==> config.mk <==
export PLATFORM = sky130hd
export DESIGN_NAME = hpf_host_port
export DESIGN_NICKNAME = d
export VERILOG_FILES = /design/src/hpf_pkg.sv /design/src/hpf_sync_if.sv /design/src/hpf_host_port.sv /design/src/hpf_pin_sync.sv
export SDC_FILE = /design/constraint.sdc
export NUM_CORES = 1
export LEC_CHECK = 0
export BUFFER_PORTS_ARGS = -buffer_cell sky130_fd_sc_hd__buf_2
export CORE_MARGIN = 4
export CORE_UTILIZATION = 50
export CTS_BUF_LIST = sky130_fd_sc_hd__clkbuf_8
export DETAILED_ROUTE_END_ITERATION = 8
export PLACE_DENSITY = 0.73
export SETUP_SLACK_MARGIN = 0.02
export SYNTH_ARGS = -nofsm -noshare
export SYNTH_HDL_FRONTEND = slang
export SYNTH_HIERARCHICAL = 1
export SYNTH_SLANG_ARGS = --single-unit
==> constraint.sdc <==
create_clock -name clk_in -period 2.5 [get_ports clk_in]
set_input_delay 0.375 -clock clk_in [delete_from_list [all_inputs] [get_ports clk_in]]
set_output_delay 0.375 -clock clk_in [all_outputs]
set_load 0.01 [all_outputs]
==> src/hpf_pkg.sv <==
/*
 * Constants, types and decode helpers for the host processor port front end.
 * Assumes one 20 MHz core clock and a host bus on pins outside that clock's domain.
 */
// Summary of operation
// [RULE1] Host bus clock is used only in synchronous bus personalities.
// [RULE2] Synchronous modes sample select, strobes, address, data, byte enable on host clock.
// [RULE3] Synchronous modes change data outputs and acknowledge only on host clock edges.
// [RULE4] Port works with host clocks up to the stated maximum; host never exceeds it. Code sees host edges only with two-cycle phases, 5 MHz.
// [RULE5] Asynchronous personalities ignore the host clock; board ties it low.
// [RULE6] Personality comes from three select inputs; 000 latch style, 111 synchronous.
// [RULE7] Fifteen-bit address on every access selects one on-chip location.
// [RULE8] Synchronous write stores data when strobe, select and read-write sampled asserted.
// [RULE9] Latch style read drives data while read strobe low, releases when high.
// [RULE10] Latch style captures address on falling edge of the active-high latch strobe.
// [RULE11] Strobe style captures address on rising edge of the active-low address strobe.
// [RULE12] Board holds select inputs fixed from reset; personality treated as constant.
`default_nettype none

package hpf_pkg;

	// ----------------------------------------
	// Widths and reset values
	// ----------------------------------------
	localparam int HPF_ADDR_W = 15;
	localparam int HPF_DATA_W = 8;
	localparam int HPF_SEL_W = 3;
	localparam int HPF_PIN_W = 32;
	localparam logic [14:0] HPF_ADDR_RST = 15'h0000;
	localparam logic [7:0] HPF_DATA_RST = 8'h00;
	// Synchronised pin word while reset is held: select, read or data strobe and write high, clock low
	localparam logic [31:0] HPF_PIN_IDLE = 32'h6000_0020;

	// ----------------------------------------
	// Personality select codes
	// ----------------------------------------
	localparam logic [2:0] HPF_SEL_ASYNC_LATCH = 3'h0;
	localparam logic [2:0] HPF_SEL_ASYNC_STROBE = 3'h3;
	localparam logic [2:0] HPF_SEL_SYNC_STD = 3'h5;
	localparam logic [2:0] HPF_SEL_SYNC_EMB = 3'h7;

	// ----------------------------------------
	// Timing
	// ----------------------------------------
	localparam int HPF_CLK_PERIOD_NS = 50;
	localparam int HPF_HOST_CLK_MAX_MHZ = 33;
	localparam int HPF_SYNC_STAGES = 2;

	typedef enum logic [1:0] {
		HPF_ASYNC_LATCH = 2'b00,
		HPF_ASYNC_STROBE = 2'b01,
		HPF_SYNC = 2'b10,
		HPF_NO_PORT = 2'b11
	} hpf_mode_t;

	typedef enum logic [2:0] {
		HPF_ST_IDLE = 3'b000,
		HPF_ST_READ_ISSUE = 3'b001,
		HPF_ST_DRIVE = 3'b010,
		HPF_ST_SYNC_WAIT = 3'b011,
		HPF_ST_SYNC_ACK = 3'b100
	} hpf_state_t;

	// Codes with no known meaning leave the port silent
	function automatic hpf_mode_t hpf_decode_mode(input logic [2:0] sel);
		hpf_mode_t m;
		m = HPF_NO_PORT;
		if (sel == HPF_SEL_ASYNC_LATCH) begin
			m = HPF_ASYNC_LATCH;
		end else if (sel == HPF_SEL_ASYNC_STROBE) begin
			m = HPF_ASYNC_STROBE;
		end else if (sel == HPF_SEL_SYNC_STD || sel == HPF_SEL_SYNC_EMB) begin
			m = HPF_SYNC;
		end
		return m;
	endfunction : hpf_decode_mode

endpackage : hpf_pkg

`default_nettype wire

==> src/hpf_sync_if.sv <==
/*
 * Bundle of host pins after synchronisation, from the pin synchroniser to the core.
 * Assumes both ends run on the same core clock.
 */
`default_nettype none

interface hpf_sync_if;
	logic host_clk;
	logic chip_select_n;
	logic write_or_rw;
	logic [14:0] addr;
	logic [7:0] data;
	logic read_or_data_strobe_n;
	logic host_byte_enable;
	logic address_capture_strobe;
	logic [2:0] host_personality_select;

	modport sync (output host_clk, chip_select_n, write_or_rw, addr, data, read_or_data_strobe_n,
		host_byte_enable, address_capture_strobe, host_personality_select);
	modport core (input host_clk, chip_select_n, write_or_rw, addr, data, read_or_data_strobe_n,
		host_byte_enable, address_capture_strobe, host_personality_select);
endinterface : hpf_sync_if

`default_nettype wire
==> src/hpf_host_port.sv <==
/*
 * Host processor port front end: personality decode, address capture, read and write
 * sequencing, data bus drive and transfer acknowledge.
 * Assumes a back end on clk_in that answers access_read_out with access_rdata_in in the same cycle.
 */
`default_nettype none

module hpf_host_port
	import hpf_pkg::*;
(
	input wire logic clk_in,
	input wire logic reset_in,
	input wire logic host_clk_in,
	input wire logic [2:0] host_personality_select_in,
	input wire logic chip_select_n_in,
	input wire logic write_or_rw_in,
	input wire logic [14:0] host_addr_in,
	input wire logic [7:0] host_data_in,
	input wire logic read_or_data_strobe_n_in,
	input wire logic host_byte_enable_in,
	input wire logic address_capture_strobe_in,
	output var logic [7:0] host_data_out,
	output var logic host_data_oe_n_out,
	output var logic transfer_acknowledge_out,
	output var logic [14:0] access_addr_out,
	output var logic [7:0] access_wdata_out,
	output var logic access_write_out,
	output var logic access_read_out,
	output var logic access_byte_enable_out,
	input wire logic [7:0] access_rdata_in
);

	hpf_sync_if sif();

	// ----------------------------------------
	// Pin synchronisation
	// ----------------------------------------
	hpf_pin_sync u_sync (
		.clk_in(clk_in),
		.reset_in(reset_in),
		.pins_in({host_clk_in, chip_select_n_in, write_or_rw_in, host_addr_in, host_data_in,
			read_or_data_strobe_n_in, host_byte_enable_in, address_capture_strobe_in,
			host_personality_select_in}),
		.sync_out(sif)
	);

	hpf_mode_t mode_q, mode_d;
	hpf_state_t state_q, state_d;
	logic hclk_prev_q, hclk_prev_d;
	logic cap_prev_q, cap_prev_d;
	logic strobe_prev_q, strobe_prev_d;
	logic wr_prev_q, wr_prev_d;
	logic [14:0] addr_q, addr_d;
	logic [7:0] dout_q, dout_d;
	logic oe_n_q, oe_n_d;
	logic ack_q, ack_d;
	logic [14:0] acc_addr_q, acc_addr_d;
	logic [7:0] acc_wdata_q, acc_wdata_d;
	logic acc_wr_q, acc_wr_d;
	logic acc_rd_q, acc_rd_d;
	logic acc_be_q, acc_be_d;
	logic hclk_rise, cap_fall, cap_rise, strobe_rise, wr_rise, selected;

	// ----------------------------------------
	// Personality and edge detection
	// ----------------------------------------
	// Personality follows the straps while reset is held, then freezes
	always_comb begin
		mode_d = reset_in ? hpf_decode_mode(sif.host_personality_select) : mode_q; // RULE6
		hclk_prev_d = sif.host_clk;
		cap_prev_d = sif.address_capture_strobe;
		strobe_prev_d = sif.read_or_data_strobe_n;
		wr_prev_d = sif.write_or_rw;
	end

	always_ff @(posedge clk_in) begin
		mode_q <= mode_d;
		// Capture strobe idles high or low with the personality, so its history is never forced
		cap_prev_q <= cap_prev_d;
		if (reset_in) begin
			hclk_prev_q <= 1'b0;
			strobe_prev_q <= 1'b1;
			wr_prev_q <= 1'b1;
		end else begin
			hclk_prev_q <= hclk_prev_d;
			strobe_prev_q <= strobe_prev_d;
			wr_prev_q <= wr_prev_d;
		end
	end

	// Host clock is sampled by clk_in, so a host clock edge is only seen if each phase
	// lasts two core cycles; faster host clocks are a known limit of this front end. RULE4
	assign hclk_rise = (mode_q == HPF_SYNC) && sif.host_clk && !hclk_prev_q; // RULE1 RULE5
	assign cap_fall = !sif.address_capture_strobe && cap_prev_q;
	assign cap_rise = sif.address_capture_strobe && !cap_prev_q;
	assign strobe_rise = sif.read_or_data_strobe_n && !strobe_prev_q;
	assign wr_rise = sif.write_or_rw && !wr_prev_q;
	assign selected = !sif.chip_select_n;

	// ----------------------------------------
	// Access sequencer
	// ----------------------------------------
	// Address latches are transparent while their strobe is active so an access made
	// during the strobe already sees the address; the value freezes on the closing edge
	always_comb begin
		state_d = state_q;
		addr_d = addr_q;
		dout_d = dout_q;
		oe_n_d = oe_n_q;
		ack_d = ack_q;
		acc_addr_d = acc_addr_q;
		acc_wdata_d = acc_wdata_q;
		acc_wr_d = 1'b0;
		acc_rd_d = 1'b0;
		acc_be_d = acc_be_q;
		if (mode_q == HPF_ASYNC_LATCH && sif.address_capture_strobe) begin
			addr_d = sif.addr; // RULE10
		end else if (mode_q == HPF_ASYNC_STROBE && !sif.address_capture_strobe) begin
			addr_d = sif.addr; // RULE11
		end else if (hclk_rise) begin
			addr_d = sif.addr; // RULE2
		end
		unique case (state_q)
			HPF_ST_IDLE: begin
				if (mode_q == HPF_SYNC) begin
					if (hclk_rise && selected) begin
						acc_addr_d = sif.addr; // RULE7
						acc_wdata_d = sif.data; // RULE2
						acc_be_d = sif.host_byte_enable;
						if (!sif.read_or_data_strobe_n && !sif.write_or_rw) begin
							acc_wr_d = 1'b1; // RULE8
						end else if (sif.write_or_rw) begin
							acc_rd_d = 1'b1;
							state_d = HPF_ST_SYNC_WAIT;
						end
					end
				end else if (mode_q != HPF_NO_PORT) begin
					acc_addr_d = addr_d; // RULE7
					acc_wdata_d = sif.data;
					acc_be_d = 1'b1;
					if (selected && !sif.read_or_data_strobe_n &&
						(mode_q == HPF_ASYNC_LATCH || sif.write_or_rw)) begin
						acc_rd_d = 1'b1; // RULE9
						state_d = HPF_ST_READ_ISSUE;
					end else if (mode_q == HPF_ASYNC_LATCH && selected && wr_rise) begin
						acc_wr_d = 1'b1;
					end else if (mode_q == HPF_ASYNC_STROBE && selected && strobe_rise && !sif.write_or_rw) begin
						acc_wr_d = 1'b1;
					end
				end
			end
			HPF_ST_READ_ISSUE: begin
				dout_d = access_rdata_in;
				oe_n_d = 1'b0; // RULE9
				ack_d = 1'b1;
				state_d = HPF_ST_DRIVE;
			end
			HPF_ST_DRIVE: begin
				if (sif.read_or_data_strobe_n || !selected) begin
					oe_n_d = 1'b1; // RULE9
					ack_d = 1'b0;
					state_d = HPF_ST_IDLE;
				end
			end
			HPF_ST_SYNC_WAIT: begin
				// Outputs move only on a host clock edge
				if (hclk_rise) begin
					dout_d = access_rdata_in; // RULE3
					oe_n_d = 1'b0;
					ack_d = 1'b1;
					state_d = HPF_ST_SYNC_ACK;
				end
			end
			HPF_ST_SYNC_ACK: begin
				if (hclk_rise) begin
					oe_n_d = 1'b1; // RULE3
					ack_d = 1'b0;
					state_d = HPF_ST_IDLE;
				end
			end
			default: begin
				state_d = HPF_ST_IDLE;
				oe_n_d = 1'b1;
				ack_d = 1'b0;
			end
		endcase
	end

	always_ff @(posedge clk_in) begin
		if (reset_in) begin
			state_q <= HPF_ST_IDLE;
			addr_q <= HPF_ADDR_RST;
			dout_q <= HPF_DATA_RST;
			oe_n_q <= 1'b1;
			ack_q <= 1'b0;
			acc_addr_q <= HPF_ADDR_RST;
			acc_wdata_q <= HPF_DATA_RST;
			acc_wr_q <= 1'b0;
			acc_rd_q <= 1'b0;
			acc_be_q <= 1'b0;
		end else begin
			state_q <= state_d;
			addr_q <= addr_d;
			dout_q <= dout_d;
			oe_n_q <= oe_n_d;
			ack_q <= ack_d;
			acc_addr_q <= acc_addr_d;
			acc_wdata_q <= acc_wdata_d;
			acc_wr_q <= acc_wr_d;
			acc_rd_q <= acc_rd_d;
			acc_be_q <= acc_be_d;
		end
	end

	// Outputs straight from flip-flops
	assign host_data_out = dout_q;
	assign host_data_oe_n_out = oe_n_q;
	assign transfer_acknowledge_out = ack_q;
	assign access_addr_out = acc_addr_q;
	assign access_wdata_out = acc_wdata_q;
	assign access_write_out = acc_wr_q;
	assign access_read_out = acc_rd_q;
	assign access_byte_enable_out = acc_be_q;
endmodule : hpf_host_port

`default_nettype wire

==> src/hpf_pin_sync.sv <==
/*
 * Two-stage synchroniser for every host pin, host clock included.
 * Assumes pins are asynchronous to clk_in; all bits share one skew so edges stay aligned.
 */
`default_nettype none

module hpf_pin_sync
	import hpf_pkg::*;
(
	input wire logic clk_in,
	input wire logic reset_in,
	input wire logic [31:0] pins_in,
	hpf_sync_if.sync sync_out
);

	logic [31:0] stage1_q;
	logic [31:0] stage1_d;
	logic [31:0] stage2_q;
	logic [31:0] stage2_d;

	// ----------------------------------------
	// Synchroniser stages
	// ----------------------------------------
	// Stage one feeds stage two only, never logic
	always_comb begin
		stage1_d = pins_in;
		stage2_d = stage1_q;
	end

	always_ff @(posedge clk_in) begin
		// Pins read as idle during reset, but the straps and the capture strobe keep moving:
		// the personality is frozen from them at the last reset edge, and forcing the strobe
		// would hand the core a false capture edge once reset ends
		if (reset_in) begin
			stage1_q <= {HPF_PIN_IDLE[31:4], stage1_d[3:0]};
			stage2_q <= {HPF_PIN_IDLE[31:4], stage2_d[3:0]};
		end else begin
			stage1_q <= stage1_d;
			stage2_q <= stage2_d;
		end
	end

	// Unpack into named signals
	assign sync_out.host_clk = stage2_q[31];
	assign sync_out.chip_select_n = stage2_q[30];
	assign sync_out.write_or_rw = stage2_q[29];
	assign sync_out.addr = stage2_q[28:14];
	assign sync_out.data = stage2_q[13:6];
	assign sync_out.read_or_data_strobe_n = stage2_q[5];
	assign sync_out.host_byte_enable = stage2_q[4];
	assign sync_out.address_capture_strobe = stage2_q[3];
	assign sync_out.host_personality_select = stage2_q[2:0];

endmodule : hpf_pin_sync

`default_nettype wire

==> results by group <==
Run status
  – Outcome: finished clean

Synth
  – Syn. warnings: 6
  – Synth Area in Compound Gates: 0.0724
  – Multiplexer area fraction after synthesis: 0.109
  – Syn Area/Cell: 11.6 µm²
  – Cell Area, Synth: 4230 µm²
  – Synth Net Count: 407
  – Synth Area in XOR/XNOR: 0.0106
  – Synthesized flop and latch total: 123
  – Post-Syn Instances: 365
  – Yosys cell types: 40
  – Seq/Total Area, Yosys: 0.586
  – Post-Synth Adder-Cell Area: 0
  – Simple-Gate Fraction of Synth Area: 0.182
  – Largest family of logic cells by synthesized area: simple AND/OR/NAND/NOR gates

Setup path
  – CP Class: register to register
  – Reg-to-reg slack, setup: 0.60 ns
  – Crit path max-delay family: compound AO/OA/AOI/OAI gates
  – Crit path largest cell delay: 0.87 ns
  – R2r worst-path depth: 3
  – Crit path max-delay cell type: o21ai_2
  – Worst Path Max Fanout: 15
  – Critical path launch point type: register
  – Data required, critical path: 2.78 ns
  – Cell Chain, Critical Path: o21ai_2 -> mux2i_1 -> nor2_1
  – Reg-to-Reg Start: mode_q[1]
  – R2r endpoint: addr_q[1]
  – CP arrival: 2.18 ns
  – Worst Setup End Kind: register
  – CP bufs+invs: 0

Floorplanning
  – Die ar.: 10,000 µm²
  – Die Y: 100 µm
  – # IOs: 78
  – DIE WIDTH: 100 µm
  – Core footprint: 8220 µm²
  – Rows: 33
  – Initial Util: 0.515

Power and ir drop
  – Total power: 4330 µW
  – Pleak: 0.00214 µW
  – Worst VDD drop: 0.466 mV
  – PwrDens: 857 nW/µm²

Clocking
  – CTS Hold Buffers Added: 0
  – Clk buf depth: 2
  – Worst-path clk slew: 0.08 ns
  – CTS tree: built
  – Clock Latency Late Sink: 0.42 ns
  – CTS root buffer: clkbuf_8
  – Clock Sinks: 123
  – CTS H-tree lvls: 4
  – Resized Gates After CTS: 0
  – Setup bufs post-CTS: 0
  – Total CTS buffers: 17

Routing
  – Drt pass-1 iters: 4
  – WL/cell: 12.4 µm
  – DRC: 0
  – Iter 0 DRT Violations: 83
  – DR vias: 2,665
  – Vias/cell: 4.72
  – Antenna-violating nets left: 0
  – Total detailed-routing wirelength: 7030 µm

Hold path
  – Worst Hold Class: input port to register
  – Worst hold start: host_personality_select_in[1]
  – Hold path endpoint: u_sync/stage1_q[1]
  – Hold path depth: 1

Placement
  – Cell count after placement: 533
  – Port Buffers: 77
  – Final HPWL DP: 4570 µm
  – GP Congestion: 0.821

Timing
  – Minimum clock period: 1.90 ns
  – # setup viols final: 0
  – RSZ-0062 raised after global routing: false
  – Fin Clk Skew: 0.00888 ns
  – Slew @ Worst Pin: 1.02 ns
  – Hold slack: 0.0572 ns
  – Fin crit share: 0.762
  – Max Clk Rate: 0.525 GHz
  – Count of final hold-check violations: 0
  – Setup TNS: 0 ns
  – Slew Limit Fails: 0
  – Slew headroom: 0.320

Layout
  – Final Non-Filler Cells: 565
  – Final-stage net count: 489
  – Share of cells above drive strength 1: 0.304
  – Layout area overhead: 19.4%
  – Fillers: 680
  – Diode count: 0

Global routing
  – First-pass GRT wire length: 11,800 µm
  – Largest net degree at the start of global routing: 61
  – Gr usage total: 0.150
  – Grt total ovfl: 0
  – Initial antenna violation count: 0
  – Vias in the first global route: 2,656

Run
  – Max-cap violation count: 0
[Yosys cell counts, drive strengths merged]
master	instances	area (µm²)
nor3	7	40.0
a21oi	7	46.3
a2bb2oi	1	8.76
nor4	2	18.8
o21ai	5	32.5
a2111oi	1	8.76
and2b	5	37.5
clkbuf	7	26.3
a211oi	16	185
xnor2	3	45.1
nor4b	1	8.76
inv	3	11.3
and3b	1	8.76
buf	14	131
nand4bb	1	11.3
or2	8	50.1
nand3b	2	15.0
or3	1	6.26
mux2i	46	460
o41ai	2	17.5
o21bai	1	7.51
nor2b	47	294
nand2b	3	26.3
dfxtp	121	2420
and4bb	1	16.3
nor2	51	194
edfxtp	2	60.1
and3	1	6.26
nor3b	5	37.5
[cell families after synthesis]
kind of cell	count (synthesis)
AO/OA/AOI/OAI	33
XOR/XNOR	3
multiplexers	46
flip-flops	123
buffers and inverters	24
AND/OR/NAND/NOR	136
[where the power goes]
group / internal [µW] / total, µW / leakage [µW] / switching [µW]
sequential: 2080 / 2130 / 0.00101 / 57.8
clock: 939 / 1760 / 0.000205 / 820
combinational: 206 / 441 / 0.000925 / 235
[per-layer routing]
| metal | up-vias | track usage | share of wire |
|---|---|---|---|
| li1 | 1392 | - | - |
| met1 | 1201 | 0.180 | 0.47 |
| met2 | 66 | 0.237 | 0.46 |
| met3 | 6 | 0.0660 | 0.058 |
| met4 | 0 | 0.0611 | 0.011 |
| met5 | - | 0 | 0 |
[worst register-to-register path, stage by stage, from the launching register on]
cell and delay [ns]:
edfxtp_1 0.57, o21ai_2 0.87, mux2i_1 0.27, nor2_1 0.05
[sequential cells by signal, summed over array words and instances (netlist names)]
register                  cells
transfer_acknowledge_out      1
access_read_out               1
u_sync/stage2_q              32
access_addr_out              15
wr_prev_q                     1
addr_q                       15
host_data_out                 8
u_sync/stage1_q              32
access_wdata_out              8
access_byte_enable_out        1
hclk_prev_q                   1
host_data_oe_n_out            1
mode_q                        2
access_write_out              1
strobe_prev_q                 1
state_q                       3
[layout make-up]
cell class | instances | area (µm²) | area share
inverter | 3 | 11.3 | 0.00223
multi-input combinational | 218 | 1580 | 0.313
tap | 105 | 131 | 0.0260
clock inverter | 14 | 160 | 0.0317
clock buffer | 18 | 248 | 0.0490
timing repair buffer | 84 | 440 | 0.0871
sequential | 123 | 2480 | 0.491
[layout by cell type, fill, tap and decap left out, types with 2 or more instances in the layout]
cell type / count
dfxtp_1: 121
buf_2: 76
nor2_1: 50
nor2b_1: 47
mux2i_1: 46
clkbuf_8: 18
a211oi_2: 13
buf_4: 8
nor3_1: 6
a21oi_1: 6
or2_1: 6
nor3b_1: 5
inv_6: 5
and2b_1: 5
a211oi_1: 3
o21ai_0: 3
inv_1: 3
xnor2_1: 2
o21ai_2: 2
nand2b_1: 2
or2_2: 2
nand3b_1: 2
o41ai_1: 2
clkinvlp_4: 2
bufinv_16: 2
clkinv_2: 2
inv_8: 2
edfxtp_1: 2
[how the worst max path moves through the flow]
stage,endpoint,slack (ns),startpoint,cells past startpoint
after floorplan,transfer_acknowledge_out,0.94,mode_q[0],6
after global placement,addr_q[14],0.61,mode_q[1],3
after detailed placement,addr_q[0],0.59,mode_q[1],3
after CTS,addr_q[1],0.58,mode_q[1],3
after global routing,addr_q[1],0.46,mode_q[1],3
final,addr_q[1],0.60,mode_q[1],3
[stage by stage]
stage / utilization / area (µm²) / worst slack, ns
after floorplan: - / 4230 / 0.936
after global placement: 0.566 / 4650 / 0.614
after detailed placement: 0.566 / 4650 / 0.594
after CTS: 0.615 / 5060 / 0.575
after global routing: 0.615 / 5060 / 0.458
final: 0.615 / 5060 / 0.596
Power figures use the tool's default switching activity.
